**src/include/uies_params.svh**
```systemverilog
// Constants for the per-channel interrupt enable and status block.
// Included by the bench and by every design file that needs a number.
`ifndef UIES_PARAMS_SVH
`define UIES_PARAMS_SVH

// Standard bank, reached while line control bit 7 is 0
`define UIES_A_HOLD 3'h0
`define UIES_A_MASK 3'h1
`define UIES_A_STAT 3'h2
`define UIES_A_LINE 3'h5
`define UIES_A_MODEM 3'h6
// Enhanced bank, reached while line control holds the key value
`define UIES_A_EFC 3'h2
`define UIES_A_XON_CHAR_FIRST 3'h4
`define UIES_A_XON_CHAR_SECOND 3'h5
`define UIES_A_XOFF_CHAR_FIRST 3'h6
`define UIES_A_XOFF_CHAR_SECOND 3'h7
`define UIES_LCR_KEY 8'hBF
`define UIES_LCR_BANK 7

// Field positions of the enhanced feature control register
`define UIES_EFC_EXT 4
`define UIES_EFC_ARTS 6
`define UIES_EFC_ACTS 7

// Reset values
`define UIES_MASK_RST 8'h00
`define UIES_EFC_RST 8'h00
`define UIES_CHAR_RST 8'h00

// Status codes, bits 5:0
`define UIES_C_LINE 6'h06
`define UIES_C_TOUT 6'h0C
`define UIES_C_RXD 6'h04
`define UIES_C_TXR 6'h02
`define UIES_C_MODEM 6'h00
`define UIES_C_XOFF 6'h10
`define UIES_C_FLOW 6'h20
`define UIES_C_NONE 6'h01

// Receive timeout: four character times plus twelve bit times
`define UIES_TO_CHARS 4
`define UIES_TO_BITS 12
`define UIES_CHAR_BITS 10

`endif

```
**src/include/uies_pkg.sv**
```systemverilog
// Types shared by the interrupt enable and status block.
// Assumes uies_params.svh is on the include path.
package uies_pkg;
   // One-hot interrupt sources, bit order is priority order
   typedef enum logic [6:0] {
      SRC_NONE = 7'h00,
      SRC_LINE = 7'h01,
      SRC_TOUT = 7'h02,
      SRC_RXD = 7'h04,
      SRC_TXR = 7'h08,
      SRC_MODEM = 7'h10,
      SRC_XOFF = 7'h20,
      SRC_FLOW = 7'h40
   } uies_src_e;
endpackage

```
**src/rtl/uies_core.sv**
```systemverilog
// Interrupt enable, priority and status logic for one UART channel,
// with the enhanced register bank and the shared ready summary byte.
// Assumes FIFO, line control and modem logic live outside and feed
// their state in; one copy of this block per channel.
//
// How it works
// RULE1: Four basic sources gated by enables, reset 0
// RULE2: FIFO receive interrupt follows trigger level
// RULE3: Data ready sets on load, clears empty
// RULE4: FIFO on, enables off means polled mode
// RULE5: Line bits report overrun, head errors, global
// RULE6: Bit5 holding empty, bit6 all empty
// RULE7: Receive interrupt: held char or trigger
// RULE8: Transmit ready on empty; enabling fires immediately
// RULE9: Line interrupt from bits one to four
// RULE10: Modem interrupt from four delta flags
// RULE11: Sleep and upper enables need extended bit
// RULE12: Enable five gates Xoff/special match
// RULE13: Enable six: RTS rise under auto RTS
// RULE14: Enable seven: CTS rise under auto CTS
// RULE15: Extended fields locked unless extended bit set
// RULE16: Report highest; hold until serviced
// RULE17: Timeout after four chars plus twelve bits
// RULE18: Transmit ready on trigger cross or empty
// RULE19: Fixed six-bit codes in priority order
// RULE20: Each source clears by its own access
// RULE21: Enhanced bank only with key in line control
// RULE22: Summary byte when select pin low
// RULE23: Interrupt output high while anything pending
`timescale 1ns/1ps
`default_nettype none
`include "uies_params.svh"
module uies_core #(
   parameter int CHAR_BITS = `UIES_CHAR_BITS
) (
   // Clock and reset
   input wire logic clk_i,
   input wire logic resetn_i,
   // Host register bus
   input wire logic chip_select_i,
   input wire logic rd_strobe_i,
   input wire logic wr_strobe_i,
   input wire logic [2:0] addr_i,
   input wire logic [7:0] wr_data_i,
   input wire logic summary_select_n_i,
   output logic [7:0] rd_data_o,
   // Configuration held elsewhere
   input wire logic [7:0] line_control_i,
   input wire logic fifo_enable_i,
   input wire logic [6:0] rx_trigger_level_i,
   // Receiver state
   input wire logic [6:0] rx_fifo_count_i,
   input wire logic rx_char_load_i,
   input wire logic overrun_event_i,
   input wire logic head_new_i,
   input wire logic [2:0] head_err_i,
   input wire logic fifo_any_err_i,
   input wire logic bit_tick_i,
   input wire logic xoff_match_i,
   // Transmitter state
   input wire logic tx_holding_empty_i,
   input wire logic tx_all_empty_i,
   input wire logic tx_below_trigger_i,
   // Modem state
   input wire logic [3:0] modem_delta_i,
   input wire logic rts_n_i,
   input wire logic cts_n_i,
   // Ready lines of all four channels, index 3 is channel D
   input wire logic [3:0] receive_ready_event_n_i,
   input wire logic [3:0] transmit_ready_event_n_i,
   // Results
   output logic irq_o,
   output logic sleep_enable_o,
   output logic polled_mode_o,
   output logic [7:0] efc_o,
   output logic [7:0] xon_char_first_o,
   output logic [7:0] xon_char_second_o,
   output logic [7:0] xoff_char_first_o,
   output logic [7:0] xoff_char_second_o
);
   logic [7:0] ier_r, ier_nxt, efr_r, efr_nxt, rd_r, rd_nxt;
   logic [7:0] xchar_r [4];
   logic [7:0] xchar_nxt [4];
   logic [3:0] lerr_r, lerr_nxt;
   logic dr_r, dr_nxt, txp_r, txp_nxt, top_r, top_nxt;
   logic xop_r, xop_nxt, flp_r, flp_nxt;
   logic rts_q_r, cts_q_r, txsrc_q_r;
   uies_pkg::uies_src_e src_r, src_nxt;
   logic rd, wr, std_bank, enh_bank, ext;
   logic hold_rd, stat_rd, line_rd, modem_rd, hold_wr, mask_wr, efc_wr;
   logic rx_lvl, tx_src, to_exp;
   logic [6:0] pend;
   logic [7:0] line_status;
   logic [5:0] code;

   assign rd = chip_select_i && rd_strobe_i && summary_select_n_i;
   assign wr = chip_select_i && wr_strobe_i;
   assign std_bank = !line_control_i[`UIES_LCR_BANK];
   assign enh_bank = line_control_i == `UIES_LCR_KEY; // see RULE21
   assign ext = efr_r[`UIES_EFC_EXT];
   assign hold_rd = rd && std_bank && addr_i == `UIES_A_HOLD;
   assign stat_rd = rd && std_bank && addr_i == `UIES_A_STAT;
   assign line_rd = rd && std_bank && addr_i == `UIES_A_LINE;
   assign modem_rd = rd && std_bank && addr_i == `UIES_A_MODEM;
   assign hold_wr = wr && std_bank && addr_i == `UIES_A_HOLD;
   assign mask_wr = wr && std_bank && addr_i == `UIES_A_MASK;
   assign efc_wr = wr && enh_bank && addr_i == `UIES_A_EFC;

   // Data held: trigger level in FIFO mode, any character otherwise
   assign rx_lvl = fifo_enable_i ? (rx_fifo_count_i >= rx_trigger_level_i) // see RULE2
                                 : (rx_fifo_count_i != 7'h00); // see RULE7
   // Transmit source: trigger crossing or empty FIFO, else holding empty
   assign tx_src = fifo_enable_i ? (tx_below_trigger_i || tx_all_empty_i) // see RULE18
                                 : tx_holding_empty_i; // see RULE8

   // Polled bits stay valid with every enable off
   assign line_status = {fifo_any_err_i, tx_all_empty_i, tx_holding_empty_i, // see RULE6
                         lerr_r, dr_r}; // see RULE5
   assign polled_mode_o = fifo_enable_i && ier_r[3:0] == 4'h0; // see RULE4

   uies_rx_timeout #(
      .CHAR_BITS(CHAR_BITS)
   ) u_timeout (
      .clk_i(clk_i),
      .resetn_i(resetn_i),
      .waiting_i(rx_fifo_count_i != 7'h00),
      .kick_i(hold_rd || rx_char_load_i),
      .bit_tick_i(bit_tick_i),
      .expire_o(to_exp)
   );

   // Upper sources also need the extended bit, so clearing it hides them
   always_comb begin
      pend[0] = ier_r[2] && lerr_r != 4'h0; // see RULE9
      pend[1] = ier_r[0] && top_r; // see RULE17
      pend[2] = ier_r[0] && rx_lvl; // see RULE1
      pend[3] = ier_r[1] && txp_r;
      pend[4] = ier_r[3] && modem_delta_i != 4'h0; // see RULE10
      pend[5] = ext && ier_r[5] && xop_r; // see RULE12
      pend[6] = ext && flp_r; // see RULE15
   end

   uies_prio u_prio (
      .pend_i(pend),
      .held_i(src_r),
      .src_o(src_nxt),
      .code_o(code)
   );

   assign irq_o = pend != 7'h00; // see RULE23

   always_comb begin
      ier_nxt = ier_r;
      efr_nxt = efr_r;
      xchar_nxt = xchar_r;
      rd_nxt = rd_r;
      if (mask_wr) begin
         ier_nxt[3:0] = wr_data_i[3:0];
         if (ext) begin
            ier_nxt[7:4] = wr_data_i[7:4]; // see RULE11
         end
      end
      if (efc_wr) begin
         efr_nxt = wr_data_i;
      end
      for (int i = 0; i < 4; i++) begin
         if (wr && enh_bank && addr_i == 3'(`UIES_A_XON_CHAR_FIRST + i)) begin
            xchar_nxt[i] = wr_data_i; // see RULE21
         end
      end
      if (chip_select_i && rd_strobe_i) begin
         rd_nxt = 8'h00;
         if (!summary_select_n_i) begin
            rd_nxt = {receive_ready_event_n_i, transmit_ready_event_n_i}; // see RULE22
         end else if (enh_bank) begin
            if (addr_i == `UIES_A_EFC) begin
               rd_nxt = efr_r;
            end else if (addr_i[2]) begin
               rd_nxt = xchar_r[addr_i[1:0]];
            end
         end else if (std_bank) begin
            unique case (addr_i)
               `UIES_A_MASK: rd_nxt = ext ? ier_r : {4'h0, ier_r[3:0]}; // see RULE15
               `UIES_A_STAT: rd_nxt = {fifo_enable_i, fifo_enable_i, code}; // see RULE16
               `UIES_A_LINE: rd_nxt = line_status;
               default: rd_nxt = 8'h00;
            endcase
         end
      end
   end

   // Sticky flags: in every one of them a set in the clearing cycle wins
   always_comb begin
      dr_nxt = dr_r;
      lerr_nxt = lerr_r;
      txp_nxt = txp_r;
      top_nxt = top_r;
      xop_nxt = xop_r;
      flp_nxt = flp_r;
      if (rx_fifo_count_i == 7'h00) begin
         dr_nxt = 1'b0;
      end
      if (rx_char_load_i) begin
         dr_nxt = 1'b1; // see RULE3
      end
      if (line_rd) begin
         lerr_nxt = 4'h0;
      end
      if (overrun_event_i) begin
         lerr_nxt[0] = 1'b1; // see RULE9
      end
      if (head_new_i) begin
         lerr_nxt[3:1] = lerr_nxt[3:1] | head_err_i;
      end
      if (stat_rd || hold_wr) begin
         txp_nxt = 1'b0; // see RULE20
      end
      if ((tx_src && !txsrc_q_r) || (mask_wr && wr_data_i[1] && !ier_r[1] && tx_src)) begin
         txp_nxt = 1'b1; // see RULE8
      end
      if (hold_rd) begin
         top_nxt = 1'b0;
      end
      if (to_exp) begin
         top_nxt = 1'b1;
      end
      if (stat_rd) begin
         xop_nxt = 1'b0;
      end
      if (xoff_match_i) begin
         xop_nxt = 1'b1;
      end
      if (modem_rd) begin
         flp_nxt = 1'b0;
      end
      if (ier_r[6] && efr_r[`UIES_EFC_ARTS] && rts_n_i && !rts_q_r) begin
         flp_nxt = 1'b1; // see RULE13
      end
      if (ier_r[7] && efr_r[`UIES_EFC_ACTS] && cts_n_i && !cts_q_r) begin
         flp_nxt = 1'b1; // see RULE14
      end
   end

   always_ff @(posedge clk_i or negedge resetn_i) begin
      if (!resetn_i) begin
         ier_r <= `UIES_MASK_RST; // see RULE1
         efr_r <= `UIES_EFC_RST;
         xchar_r <= '{default: `UIES_CHAR_RST};
         rd_r <= 8'h00;
         lerr_r <= 4'h0;
         dr_r <= 1'b0;
         txp_r <= 1'b0;
         top_r <= 1'b0;
         xop_r <= 1'b0;
         flp_r <= 1'b0;
         rts_q_r <= 1'b1; // Idle high: no false rising edge after reset
         cts_q_r <= 1'b1;
         txsrc_q_r <= 1'b1; // A stale edge here would give a late spurious tx ready
         src_r <= uies_pkg::SRC_NONE;
      end else begin
         ier_r <= ier_nxt;
         efr_r <= efr_nxt;
         xchar_r <= xchar_nxt;
         rd_r <= rd_nxt;
         lerr_r <= lerr_nxt;
         dr_r <= dr_nxt;
         txp_r <= txp_nxt;
         top_r <= top_nxt;
         xop_r <= xop_nxt;
         flp_r <= flp_nxt;
         rts_q_r <= rts_n_i;
         cts_q_r <= cts_n_i;
         txsrc_q_r <= tx_src;
         src_r <= src_nxt;
      end
   end

   assign rd_data_o = rd_r;
   assign sleep_enable_o = ier_r[4]; // see RULE11
   assign efc_o = efr_r;
   assign xon_char_first_o = xchar_r[0];
   assign xon_char_second_o = xchar_r[1];
   assign xoff_char_first_o = xchar_r[2];
   assign xoff_char_second_o = xchar_r[3];
endmodule
`default_nettype wire

```
**src/rtl/uies_rx_timeout.sv**
```systemverilog
// Receive timeout timer for one channel.
// Assumes bit_tick_i pulses once per bit time on the block clock.
`timescale 1ns/1ps
`default_nettype none
`include "uies_params.svh"
module uies_rx_timeout #(
   parameter int CHAR_BITS = `UIES_CHAR_BITS
) (
   // Clock and reset
   input wire logic clk_i,
   input wire logic resetn_i,
   // Control
   input wire logic waiting_i,
   input wire logic kick_i,
   input wire logic bit_tick_i,
   // Result
   output logic expire_o
);
   localparam int LIMIT = `UIES_TO_CHARS * CHAR_BITS + `UIES_TO_BITS;
   localparam logic [7:0] LIMIT_C = 8'(LIMIT);
   logic [7:0] cnt_r, cnt_nxt;
   logic expire_nxt;

   // Counts only while data waits; a read or a new character restarts it
   always_comb begin
      cnt_nxt = cnt_r;
      expire_nxt = 1'b0;
      if (kick_i || !waiting_i) begin
         cnt_nxt = 8'h00;
      end else if (bit_tick_i && cnt_r != LIMIT_C) begin
         cnt_nxt = cnt_r + 8'h01;
         expire_nxt = (cnt_r + 8'h01) == LIMIT_C; // see RULE17
      end
   end

   always_ff @(posedge clk_i or negedge resetn_i) begin
      if (!resetn_i) begin
         cnt_r <= 8'h00;
         expire_o <= 1'b0;
      end else begin
         cnt_r <= cnt_nxt;
         expire_o <= expire_nxt;
      end
   end
endmodule
`default_nettype wire

```
**src/rtl/uies_prio.sv**
```systemverilog
// Priority selection of the reported interrupt source.
// Purely combinational; the caller registers the held source.
`timescale 1ns/1ps
`default_nettype none
`include "uies_params.svh"
module uies_prio (
   // Pending sources and the one now reported
   input wire logic [6:0] pend_i,
   input wire uies_pkg::uies_src_e held_i,
   // Selection
   output uies_pkg::uies_src_e src_o,
   output logic [5:0] code_o
);
   // A reported source stays until serviced, so a later one waits
   always_comb begin
      src_o = uies_pkg::SRC_NONE;
      if ((pend_i & held_i) != 7'h00) begin
         src_o = held_i; // see RULE16
      end else begin
         for (int i = 6; i >= 0; i--) begin
            if (pend_i[i]) begin
               src_o = uies_pkg::uies_src_e'(7'h01 << i);
            end
         end
      end
   end

   always_comb begin
      unique case (src_o)
         uies_pkg::SRC_LINE: code_o = `UIES_C_LINE; // see RULE19
         uies_pkg::SRC_TOUT: code_o = `UIES_C_TOUT;
         uies_pkg::SRC_RXD: code_o = `UIES_C_RXD;
         uies_pkg::SRC_TXR: code_o = `UIES_C_TXR;
         uies_pkg::SRC_MODEM: code_o = `UIES_C_MODEM;
         uies_pkg::SRC_XOFF: code_o = `UIES_C_XOFF;
         uies_pkg::SRC_FLOW: code_o = `UIES_C_FLOW;
         default: code_o = `UIES_C_NONE;
      endcase
   end
endmodule
`default_nettype wire

```
**config.mk**
```make
export PLATFORM = sky130hd
export DESIGN_NAME = uies_core
export DESIGN_NICKNAME = d
export VERILOG_FILES = /design/src/include/uies_pkg.sv /design/src/rtl/uies_core.sv /design/src/rtl/uies_rx_timeout.sv /design/src/rtl/uies_prio.sv
export VERILOG_INCLUDE_DIRS = /design/src /design/src/include
export SDC_FILE = /design/constraint.sdc
export NUM_CORES = 1
export LEC_CHECK = 0
export BUFFER_PORTS_ARGS = -buffer_cell sky130_fd_sc_hd__buf_2
export CAP_MARGIN = 20
export CORE_AREA = 10 10 135 137
export DETAILED_ROUTE_END_ITERATION = 7
export DIE_AREA = 0 0 145 147
export GPL_ROUTABILITY_DRIVEN = 0
export HOLD_SLACK_MARGIN = 0.06
export PLACE_DENSITY = 0.5
export REMOVE_ABC_BUFFERS = 1
export SYNTH_ARGS = -nofsm -noshare
export SYNTH_HDL_FRONTEND = slang
export SYNTH_SLANG_ARGS = --single-unit
```
**constraint.sdc**
```tcl
create_clock -name clk_i -period 3.04 [get_ports clk_i]
set_clock_uncertainty 0.05 [all_clocks]
set_input_delay 0.456 -clock clk_i [delete_from_list [all_inputs] [get_ports clk_i]]
set_output_delay 0.456 -clock clk_i [all_outputs]
set_load 0.05 [all_outputs]
```
==> results.yml, run 1 <==
setup_path:
  path_class: "reg2reg"
  crit_slowest_cell: "o41a_1"
  critPathArrivalTime_ps: 3050
  crit_chain: "o41a_1 -> a32o_2 -> or2_0 -> a31o_1 -> buf_4 -> mux2i_2 -> nand4_1 -> nor4_1 -> a2bb2oi_1"
  worstPathRequired_ps: 3260
  path_delay_family: "compound AO/OA/AOI/OAI gates"
  worst_r2r_path_depth: 9
  r2r_slack_ps: 210
  slowest_delay_ps: 500
  path_max_fanout: 5
  end_kind: "flop"
  cp_num_buf_inv: 1
  crit_path_start_kind: "flop"
  r2r-end: "rd_data_o[4]"
  rr_startpoint: "lerr_r[1]"
timing:
  slew_headroom_pct: 48.8
  whs_ps: 126
  finalSetupViolations: 0
  tightest_slew_ps: 767
  setup_tns_ps: 0
  max_freq_ghz: 0.354
  period_needed_ps: 2830
  slew_violations: 0
  setup_slack_ps: 215
  hold_violations: 0
  period_share_pct: 92.9
  rsz0062_at_grt: "false"
die:
  start_util_pct: 29.2
  rows: 46
  die_x_um: 145
  die_h_um: 147
  core_area_mm2: 0.0156
  pin_count: 117
  dieArea_mm2: 0.0213
synthesis:
  synthTopCellsByCount: "81 x dfrtp_1, 41 x mux2_2, 39 x nand2_1, 23 x nor2_1, 19 x inv_1"
  avgSynthCellArea_um2: 10.9
  syn_area_mm2: 0.00455
  synth_area_leaders: "dfrtp_1 45%, mux2_2 10%, mux4_2 4.0%"
  synth.ff_latch_count: 84
  synth_edf_count: 0
  yosysSeqAreaShare_pct: 46.3
  async_flop_share_pct: 100
  synth_ff_type: "dfrtp_1"
  yosysWarnings: 0
  netlist_instances: 419
  synth.top_cell.area_share_pct: 44.5
  synth_cell_type_count: 68
  synth.most_common_cell: "dfrtp_1"
  synth_area_leader_cell: "dfrtp_1"
clock_network:
  clock_latency_ps: 350
  cts_root_buf: "clkbuf_16"
  cts_setup_buffers: 0
  holdBufCountCts: 0
  cts_buffer_depth: 2
  clock_sinks: 84
  cts_tree: "built"
  cts_buffers: 9
  cts_resized: 0
  path_clk_slew_ps: 70
  h-tree-depth: 3
global_route:
  met3_usage_pct: 3.96
  grt_antenna_before_repair: 0
  grt_util_met2_pct: 22.1
  busiest_layer: "met2"
  grt_use_met1_pct: 17.5
  grt_max_degree: 57
  grt.overflow.total: 0
  grt_first_pass_wirelength_um: 23500
  grt_pass1_vias: 4113
  grt_usage_pct: 13.9
cells_and_area:
  design_area_mm2: 0.00579
  drive_above_1_share_pct: 39.7
  antenna-diode-count: 0
  area_growth_pct: 27.1
  final_nets: 627
detailed_routing:
  vias_per_cell: 5.03
  wl_per_cell_um: 19.3
  drtPass1Iterations: 5
  initialDrtViolationCount: 254
  wl_um: 14900
  drc: 0
  via_count: 3881
  ant_nets: 0
pwr:
  intPower_mw: 1.97
  netSwitchingFraction_pct: 32.0
  switching_power_uw: 925
  pwr-share-clk_pct: 36.6
  seq_power_share_pct: 42.4
  p_leak_nw: 2.83
  vdd_drop_max_mv: 0.253
  comb_power_share_pct: 20.9
  power.density_mw_per_mm2: 500
run_status:
  status: "complete, no violations"
placed_design:
  dp_worst_setup_slack_ps: -5.21
  port_buffers: 116
  placed_area_mm2: 0.00550
  hpwl_um: 11600
run:
  drv_cap: 0
hold_path:
  min_path_type: "in2async"
logic make-up (layout without fill, tap and decap cells):
| logic type | Yosys count | count (layout) | synth area share [%] |
|---|---|---|---|
| flip-flops | 84 | 84 | 46.3 |
| AND/OR/NAND/NOR | 137 | 137 | 15.7 |
| buffers and inverters | 34 | 171 | 3.00 |
| multiplexers | 54 | 54 | 15.3 |
| adder cells (fa/ha/maj) | 10 | 10 | 2.75 |
| AO/OA/AOI/OAI | 89 | 89 | 14.9 |
| XOR/XNOR | 11 | 11 | 2.12 |
worst reg2reg max path, cell delays in order (launching register included):
cell       delay, ps
dfrtp_1          420
o41a_1           500
a32o_2           250
or2_0            190
a31o_1           270
buf_4            180
mux2i_2          250
nand4_1          190
nor4_1           270
a2bb2oi_1        180
layout make-up:
type                            instances  area, µm²
Clock buffer                            9        225
Clock inverter                          7       57.6
Fill cell                            1584       9810
Inverter                               19       71.3
Multi-Input combinational cell        301       2310
Sequential cell                        84       2110
Tap cell                              216        270
Timing Repair Buffer                  136        746
power by group through the flow:
| stage | clock network (mW) | logic (mW) | registers [mW] |
|---|---|---|---|
| 6_report | 1.06 | 0.605 | 1.23 |
| 5_1_grt | 1.12 | 0.655 | 1.23 |
| 4_1_cts | 1.08 | 0.602 | 1.23 |
| 3_5_place_dp | 0 | 0.600 | 1.25 |
| 3_3_place_gp | 0 | 0.592 | 1.25 |
| 2_1_floorplan | 0 | 0.295 | 1.29 |
metrics by stage:
stage | total power [mW] | cells | util [%]
detailed placement | 1.85 | 756 | 35.3
CTS | 2.91 | 772 | 37.1
finish | 2.89 | 772 | 37.1
global placement | 1.84 | 756 | 35.3
floorplan | 1.59 | 404 | -
global route | 3.01 | 772 | 37.1
layer usage:
metal	part of all wire (%)	up-vias	wire length [µm]
met5	0	-	0
met4	1.8	0	266
met3	7.2	17	1070
met2	47	147	7010
met1	44	1884	6530
li1	-	1833	-
registers in the layout, summed over array words and instances (netlist names):
register	flops
rd_data_o	8
xon_char_first_o	8
xoff_char_first_o	8
ier_r	8
top_r	1
txp_r	1
xoff_char_second_o	8
u_timeout.cnt_r	8
flp_r	1
xop_r	1
txsrc_q_r	1
src_r	7
xon_char_second_o	8
cts_q_r	1
dr_r	1
u_timeout.expire_o	1
lerr_r	4
efc_o	8
rts_q_r	1
cell usage in the layout (no fill, tap or decap), types with 5 or more instances in the layout:
| cell type | n |
|---|---|
| o21ai_0 | 17 |
| a21o_1 | 6 |
| nand3_1 | 15 |
| nor3_1 | 8 |
| nor2_1 | 23 |
| a21oi_1 | 10 |
| mux2_2 | 41 |
| buf_4 | 20 |
| dfrtp_1 | 81 |
| a22o_1 | 5 |
| nor2b_1 | 6 |
| ha_1 | 10 |
| a22oi_1 | 12 |
| nand2_1 | 39 |
| clkbuf_16 | 9 |
| nor4_1 | 5 |
| nand4_1 | 9 |
| mux4_2 | 8 |
| xnor2_1 | 7 |
| buf_2 | 115 |
| o221ai_1 | 8 |
| nand2b_1 | 6 |
| inv_1 | 19 |
how the worst max path moves through the flow:
stage	slack (ps)	end	from	cells after the start
after global placement	60	rd_data_o[0]	rx_trigger_level_i[5]	12
final	210	rd_data_o[4]	lerr_r[1]	9
after detailed placement	-5	rd_data_o[4]	rx_trigger_level_i[5]	12
after CTS	260	rd_data_o[4]	lerr_r[1]	9
after global routing	80	rd_data_o[0]	lerr_r[1]	8
after floorplan	190	rd_data_o[0]	rx_trigger_level_i[5]	10
No activity file was read; power rests on OpenSTA's default activity.
==> inputs of run 2 (changes only) <==
--- a/config.mk
+++ b/config.mk
@@ -8,9 +8,9 @@
 export LEC_CHECK = 0
 export BUFFER_PORTS_ARGS = -buffer_cell sky130_fd_sc_hd__buf_2
 export CAP_MARGIN = 20
-export CORE_AREA = 10 10 135 137
+export CORE_AREA = 2 2 127 129
 export DETAILED_ROUTE_END_ITERATION = 7
-export DIE_AREA = 0 0 145 147
+export DIE_AREA = 0 0 129 131
 export GPL_ROUTABILITY_DRIVEN = 0
 export HOLD_SLACK_MARGIN = 0.06
 export PLACE_DENSITY = 0.5
==> run 2 against run 1 <==
Against the previous run: routed wire length down 6.6%; via count down 0.52%; sequential cell count unchanged; combinational power down 1%; first-iteration DRC count up 9.4%; global-route usage up 3.2 points; maximum frequency down 1.5%; register-to-register slack worse by 40 ps; worst hold slack worse by 70 ps; sequential share of layout area up 0.063 points; count of clock-buffer cells in the layout unchanged; clock power about the same; largest cell class unchanged.
==> results.yml, run 2 (synthesized netlist as in run 1, its figures left out) <==
timing:
  period_needed_ps: 2870
  setup_slack_ps: 171
  slew_headroom_pct: 60.6
  slew_violations: 0
  period_share_pct: 94.4
  rsz0062_at_grt: "false"
  tightest_slew_ps: 591
  hold_violations: 0
  max_freq_ghz: 0.349
  finalSetupViolations: 0
pwr:
  finalPower_mw: 2.86
  vdd_drop_max_mv: 0.250
  power.density_mw_per_mm2: 495
  p_leak_nw: 2.82
clock_network:
  clock_latency_ps: 350
  cts_setup_buffers: 0
  cts_tree: "built"
  path_clk_slew_ps: 60
  h-tree-depth: 3
  clock_sinks: 84
  cts_resized: 0
  cts_root_buf: "clkbuf_16"
  cts_buffers: 9
  cts_buffer_depth: 2
  holdBufCountCts: 0
cells_and_area:
  layout.cells.non_filler: 773
  antenna-diode-count: 0
  area_growth_pct: 26.9
  final_nets: 628
  fill_cells: 1581
  final_common_cell: "buf_2"
  drive_above_1_share_pct: 39.9
  design_area_mm2: 0.00578
  multi_input_comb_area_mm2: 0.00231
  sequential_cell_area_mm2: 0.00211
  final_cell_mix: "115 x buf_2, 81 x dfrtp_1, 41 x mux2_2"
global_route:
  grt.overflow.total: 0
  grt_first_pass_wirelength_um: 21800
  grt_usage_pct: 17.1
  grt_max_degree: 47
  grt_antenna_before_repair: 0
  grt_pass1_vias: 3863
setup_path:
  cp_num_buf_inv: 1
  path_class: "reg2reg"
  crit_path_start_kind: "flop"
  path_max_fanout: 8
  critPathArrivalTime_ps: 3080
  crit_slowest_cell: "dfrtp_1"
  worstPathRequired_ps: 3250
  path_delay_family: "compound AO/OA/AOI/OAI gates"
  end_kind: "flop"
  slowest_delay_ps: 460
  crit_chain: "o41a_1 -> a32o_2 -> or2_0 -> a31o_1 -> buf_4 -> mux2i_2 -> nand4_1 -> nor4_1 -> a2bb2oi_1"
die:
  pin_count: 117
  die_h_um: 131
  die_x_um: 129
  start_util_pct: 29.2
  core_area_mm2: 0.0156
  dieArea_mm2: 0.0169
  rows: 46
detailed_routing:
  vias_per_cell: 4.99
  via_count: 3861
  drc: 0
  drtPass1Iterations: 5
  wl_met2_um: 6580
  wl_met3_um: 782
  ant_nets: 0
  wl_per_cell_um: 18.0
  dr.max_layer_used: "met4"
  initialDrtViolationCount: 278
  wl_um: 13900
  wl_met1_um: 6300
placed_design:
  port_buffers: 116
  placed_area_mm2: 0.00550
  hpwl_um: 10800
  placedCellCount: 757
  dp_worst_setup_slack_ps: -65.4
run_status:
  status: "complete, no violations"
run:
  drv_cap: 0
hold_path:
  min_path_type: "in2async"
## run 2: cell count changes in the layout (fill, tap and decap cells not counted)
cell,before,now
clkinvlp_4,0,4
buf_4,20,22
clkinv_4,3,1
inv_6,3,1
buf_12,1,0
## run 2: area by class of cell
| type | instances | area share (%) |
|---|---|---|
| Clock buffer | 9 | 3.90 |
| Inverter | 19 | 1.23 |
| Multi-Input combinational cell | 301 | 40.0 |
| Sequential cell | 84 | 36.5 |
| Tap cell | 216 | 4.68 |
| Clock inverter | 7 | 0.910 |
| Timing Repair Buffer | 137 | 12.8 |
## run 2: power breakdown
| part | internal [mW] | total [mW] | switching, mW | leakage, nW |
|---|---|---|---|---|
| Clock | 0.556 | 1.03 | 0.478 | 0.124 |
| Sequential | 1.17 | 1.23 | 0.0576 | 1.11 |
| Combinational | 0.231 | 0.596 | 0.365 | 1.59 |
| Total | 1.96 | 2.86 | 0.901 | 2.82 |
## run 2: layer usage
layer	GRT usage, %	up-vias
met1	22.8	1882
met5	0	-
met4	6.27	0
met3	3.22	21
li1	-	1833
met2	27.8	125
## run 2: final timing paths
check | cells past startpoint | start | slack (ps) | to
max in group asynchronous | 2 | resetn_i | 2080 | rts_q_r
hold reg to reg | 1 | u_timeout.expire_o | 380 | top_r
setup reg to reg | 9 | lerr_r[3] | 170 | rd_data_o[4]
setup / recovery | 9 | lerr_r[3] | 170 | rd_data_o[4]
hold / removal | 1 | resetn_i | 60 | lerr_r[3]
min in group clk_i | 1 | rts_n_i | 170 | rts_q_r
## run 2: per-stage QoR
step / util, % / setup TNS [ps] / hold WS, ps
3_5_place_dp: 35.2 / -75.0 / 363
3_3_place_gp: 35.2 / 0 / 361
6_report: 37.0 / 0 / 56.5
4_1_cts: 37.0 / 0 / 77.9
5_1_grt: 37.0 / 0 / 96.6
2_1_floorplan: - / 0 / 110
==> inputs of run 3 (changes only) <==
--- a/config.mk
+++ b/config.mk
@@ -8,9 +8,9 @@
 export LEC_CHECK = 0
 export BUFFER_PORTS_ARGS = -buffer_cell sky130_fd_sc_hd__buf_2
 export CAP_MARGIN = 20
-export CORE_AREA = 2 2 127 129
+export CORE_AREA = 2 2 163 101
 export DETAILED_ROUTE_END_ITERATION = 7
-export DIE_AREA = 0 0 129 131
+export DIE_AREA = 0 0 165 103
 export GPL_ROUTABILITY_DRIVEN = 0
 export HOLD_SLACK_MARGIN = 0.06
 export PLACE_DENSITY = 0.5
==> run 3 against run 2 <==
Against the previous run: routed wire length is 4.2% higher; critical path type unchanged; sequential cell count stayed put; count of clock-buffer cells in the layout is 2 higher; die area is 0.57% higher; highest routed layer unchanged; cell count is 1.3% lower; largest power group unchanged; combinational power hardly changed; critical path depth stayed put; clock power is 9.7% higher; sequential power hardly changed; worst setup slack better by 16 ps; total power is 3.8% higher; cell area is 0.22% higher.
==> results.yml, run 3 (synthesized netlist as in run 1, its figures left out) <==
global_route:
  grt_util_met2_pct: 24.5
  grt_usage_pct: 17.4
  busiest_layer: "met1"
  grt_antenna_before_repair: 1
  grt_max_degree: 54
  grt_pass1_vias: 3845
  grt_first_pass_wirelength_um: 22000
  grt_use_met1_pct: 25.3
  met3_usage_pct: 6.60
  grt.overflow.total: 0
pwr:
  netSwitchingFraction_pct: 30.7
  switching_power_uw: 909
  p_leak_nw: 2.82
  power.density_mw_per_mm2: 512
  finalPower_mw: 2.97
  seq_power_share_pct: 41.6
  comb_power_share_pct: 20.2
  vdd_drop_max_mv: 0.233
  intPower_mw: 2.06
  pwr-share-clk_pct: 38.2
setup_path:
  path_class: "reg2reg"
  end_kind: "flop"
  crit_path_start_kind: "flop"
  path_max_fanout: 8
  worstPathRequired_ps: 3250
  critPathArrivalTime_ps: 3070
cells_and_area:
  final_cell_mix: "115 x buf_2, 81 x dfrtp_1, 41 x mux2_2"
  final_nets: 624
  area_growth_pct: 27.2
  drive_above_1_share_pct: 39.2
  design_area_mm2: 0.00579
  fill_cells: 1604
  final_common_cell: "buf_2"
placed_design:
  dp_worst_setup_slack_ps: -88.1
  placed_area_mm2: 0.00547
  hpwl_um: 11100
  port_buffers: 116
clock_network:
  holdBufCountCts: 0
  cts_root_buf: "clkbuf_16"
  cts_setup_buffers: 0
  clock_sinks: 84
  cts_tree: "built"
  clock_latency_ps: 340
  cts_buffers: 9
  path_clk_slew_ps: 60
  cts_buffer_depth: 2
  h-tree-depth: 3
timing:
  setup_tns_ps: 0
  slew_violations: 0
  tightest_slew_ps: 732
  slew_headroom_pct: 51.2
  period_share_pct: 93.9
  finalSetupViolations: 0
  hold_violations: 0
  max_freq_ghz: 0.350
  period_needed_ps: 2850
  setup_slack_ps: 187
  rsz0062_at_grt: "false"
detailed_routing:
  wl_um: 14500
  via_count: 4010
  wl_per_cell_um: 19.0
  ant_nets: 0
  vias_per_cell: 5.26
  drc: 0
  drtPass1Iterations: 5
  initialDrtViolationCount: 249
run_status:
  status: "complete, no violations"
die:
  die_x_um: 165
  die_h_um: 103
  rows: 36
  dieArea_mm2: 0.0170
  start_util_pct: 29.0
  pin_count: 117
  core_area_mm2: 0.0157
run:
  drv_cap: 0
hold_path:
  min_path_type: "in2async"
==> run 3: metal layers <==
layer | wire length [µm] | up-vias
li1 | - | 1824
met1 | 7030 | 2011
met2 | 5940 | 157
met3 | 1340 | 18
met4 | 160 | 0
met5 | 0 | -
==> run 3: power by group through the flow <==
stage	Clock (mW)	Combinational (mW)	Sequential, mW
floorplan	0	0.295	1.29
global placement	0	0.577	1.25
detailed placement	0	0.585	1.25
CTS	1.16	0.588	1.23
global route	1.20	0.650	1.24
finish	1.13	0.598	1.23
==> run 3: critical path, stage by stage (launching register included) <==
cell and delay (ps):
dfrtp_1 410, o41a_1 520, a32o_2 270, or2_0 190, a31o_1 280, buf_4 200, mux2i_2 250, nand4_1 180
nor4_1 250, a2bb2oi_1 180
==> run 3: final cells by class <==
type / count / area [µm²] / share of cell area [%]
Clock inverter: 5 / 60.1 / 1.04
Multi-Input combinational cell: 301 / 2320 / 40.1
Antenna cell: 1 / 2.50 / 0.0432
Inverter: 19 / 71.3 / 1.23
Timing Repair Buffer: 133 / 723 / 12.5
Clock buffer: 11 / 243 / 4.19
Tap cell: 209 / 262 / 4.52
Sequential cell: 84 / 2110 / 36.4
==> run 3: worst paths after layout <==
check / endpoint / slack (ps) / startpoint / cells past startpoint
min in group clk_i: rts_q_r / 180 / rts_n_i / 1
max reg2reg: rd_data_o[5] / 190 / lerr_r[1] / 9
min reg2reg: top_r / 390 / u_timeout.expire_o / 1
max in group asynchronous: txsrc_q_r / 2120 / resetn_i / 2
min: rd_data_o[6] / 110 / resetn_i / 1
max: rd_data_o[5] / 190 / lerr_r[1] / 9
==> run 3: timing repair <==
item / 4_1_cts / 5_1_grt
endpoints found under the hold margin: 0 / 0
endpoints found under the setup margin: 0 / 3
resized for setup: 0 / 1
==> run 3: through the flow <==
| step | hold slack, ps | utilization [%] | instances |
|---|---|---|---|
| global placement | 366 | 34.8 | 746 |
| floorplan | 110 | - | 404 |
| finish | 114 | 36.8 | 763 |
| global route | 164 | 36.8 | 762 |
| detailed placement | 386 | 34.8 | 746 |
| CTS | 151 | 36.7 | 762 |
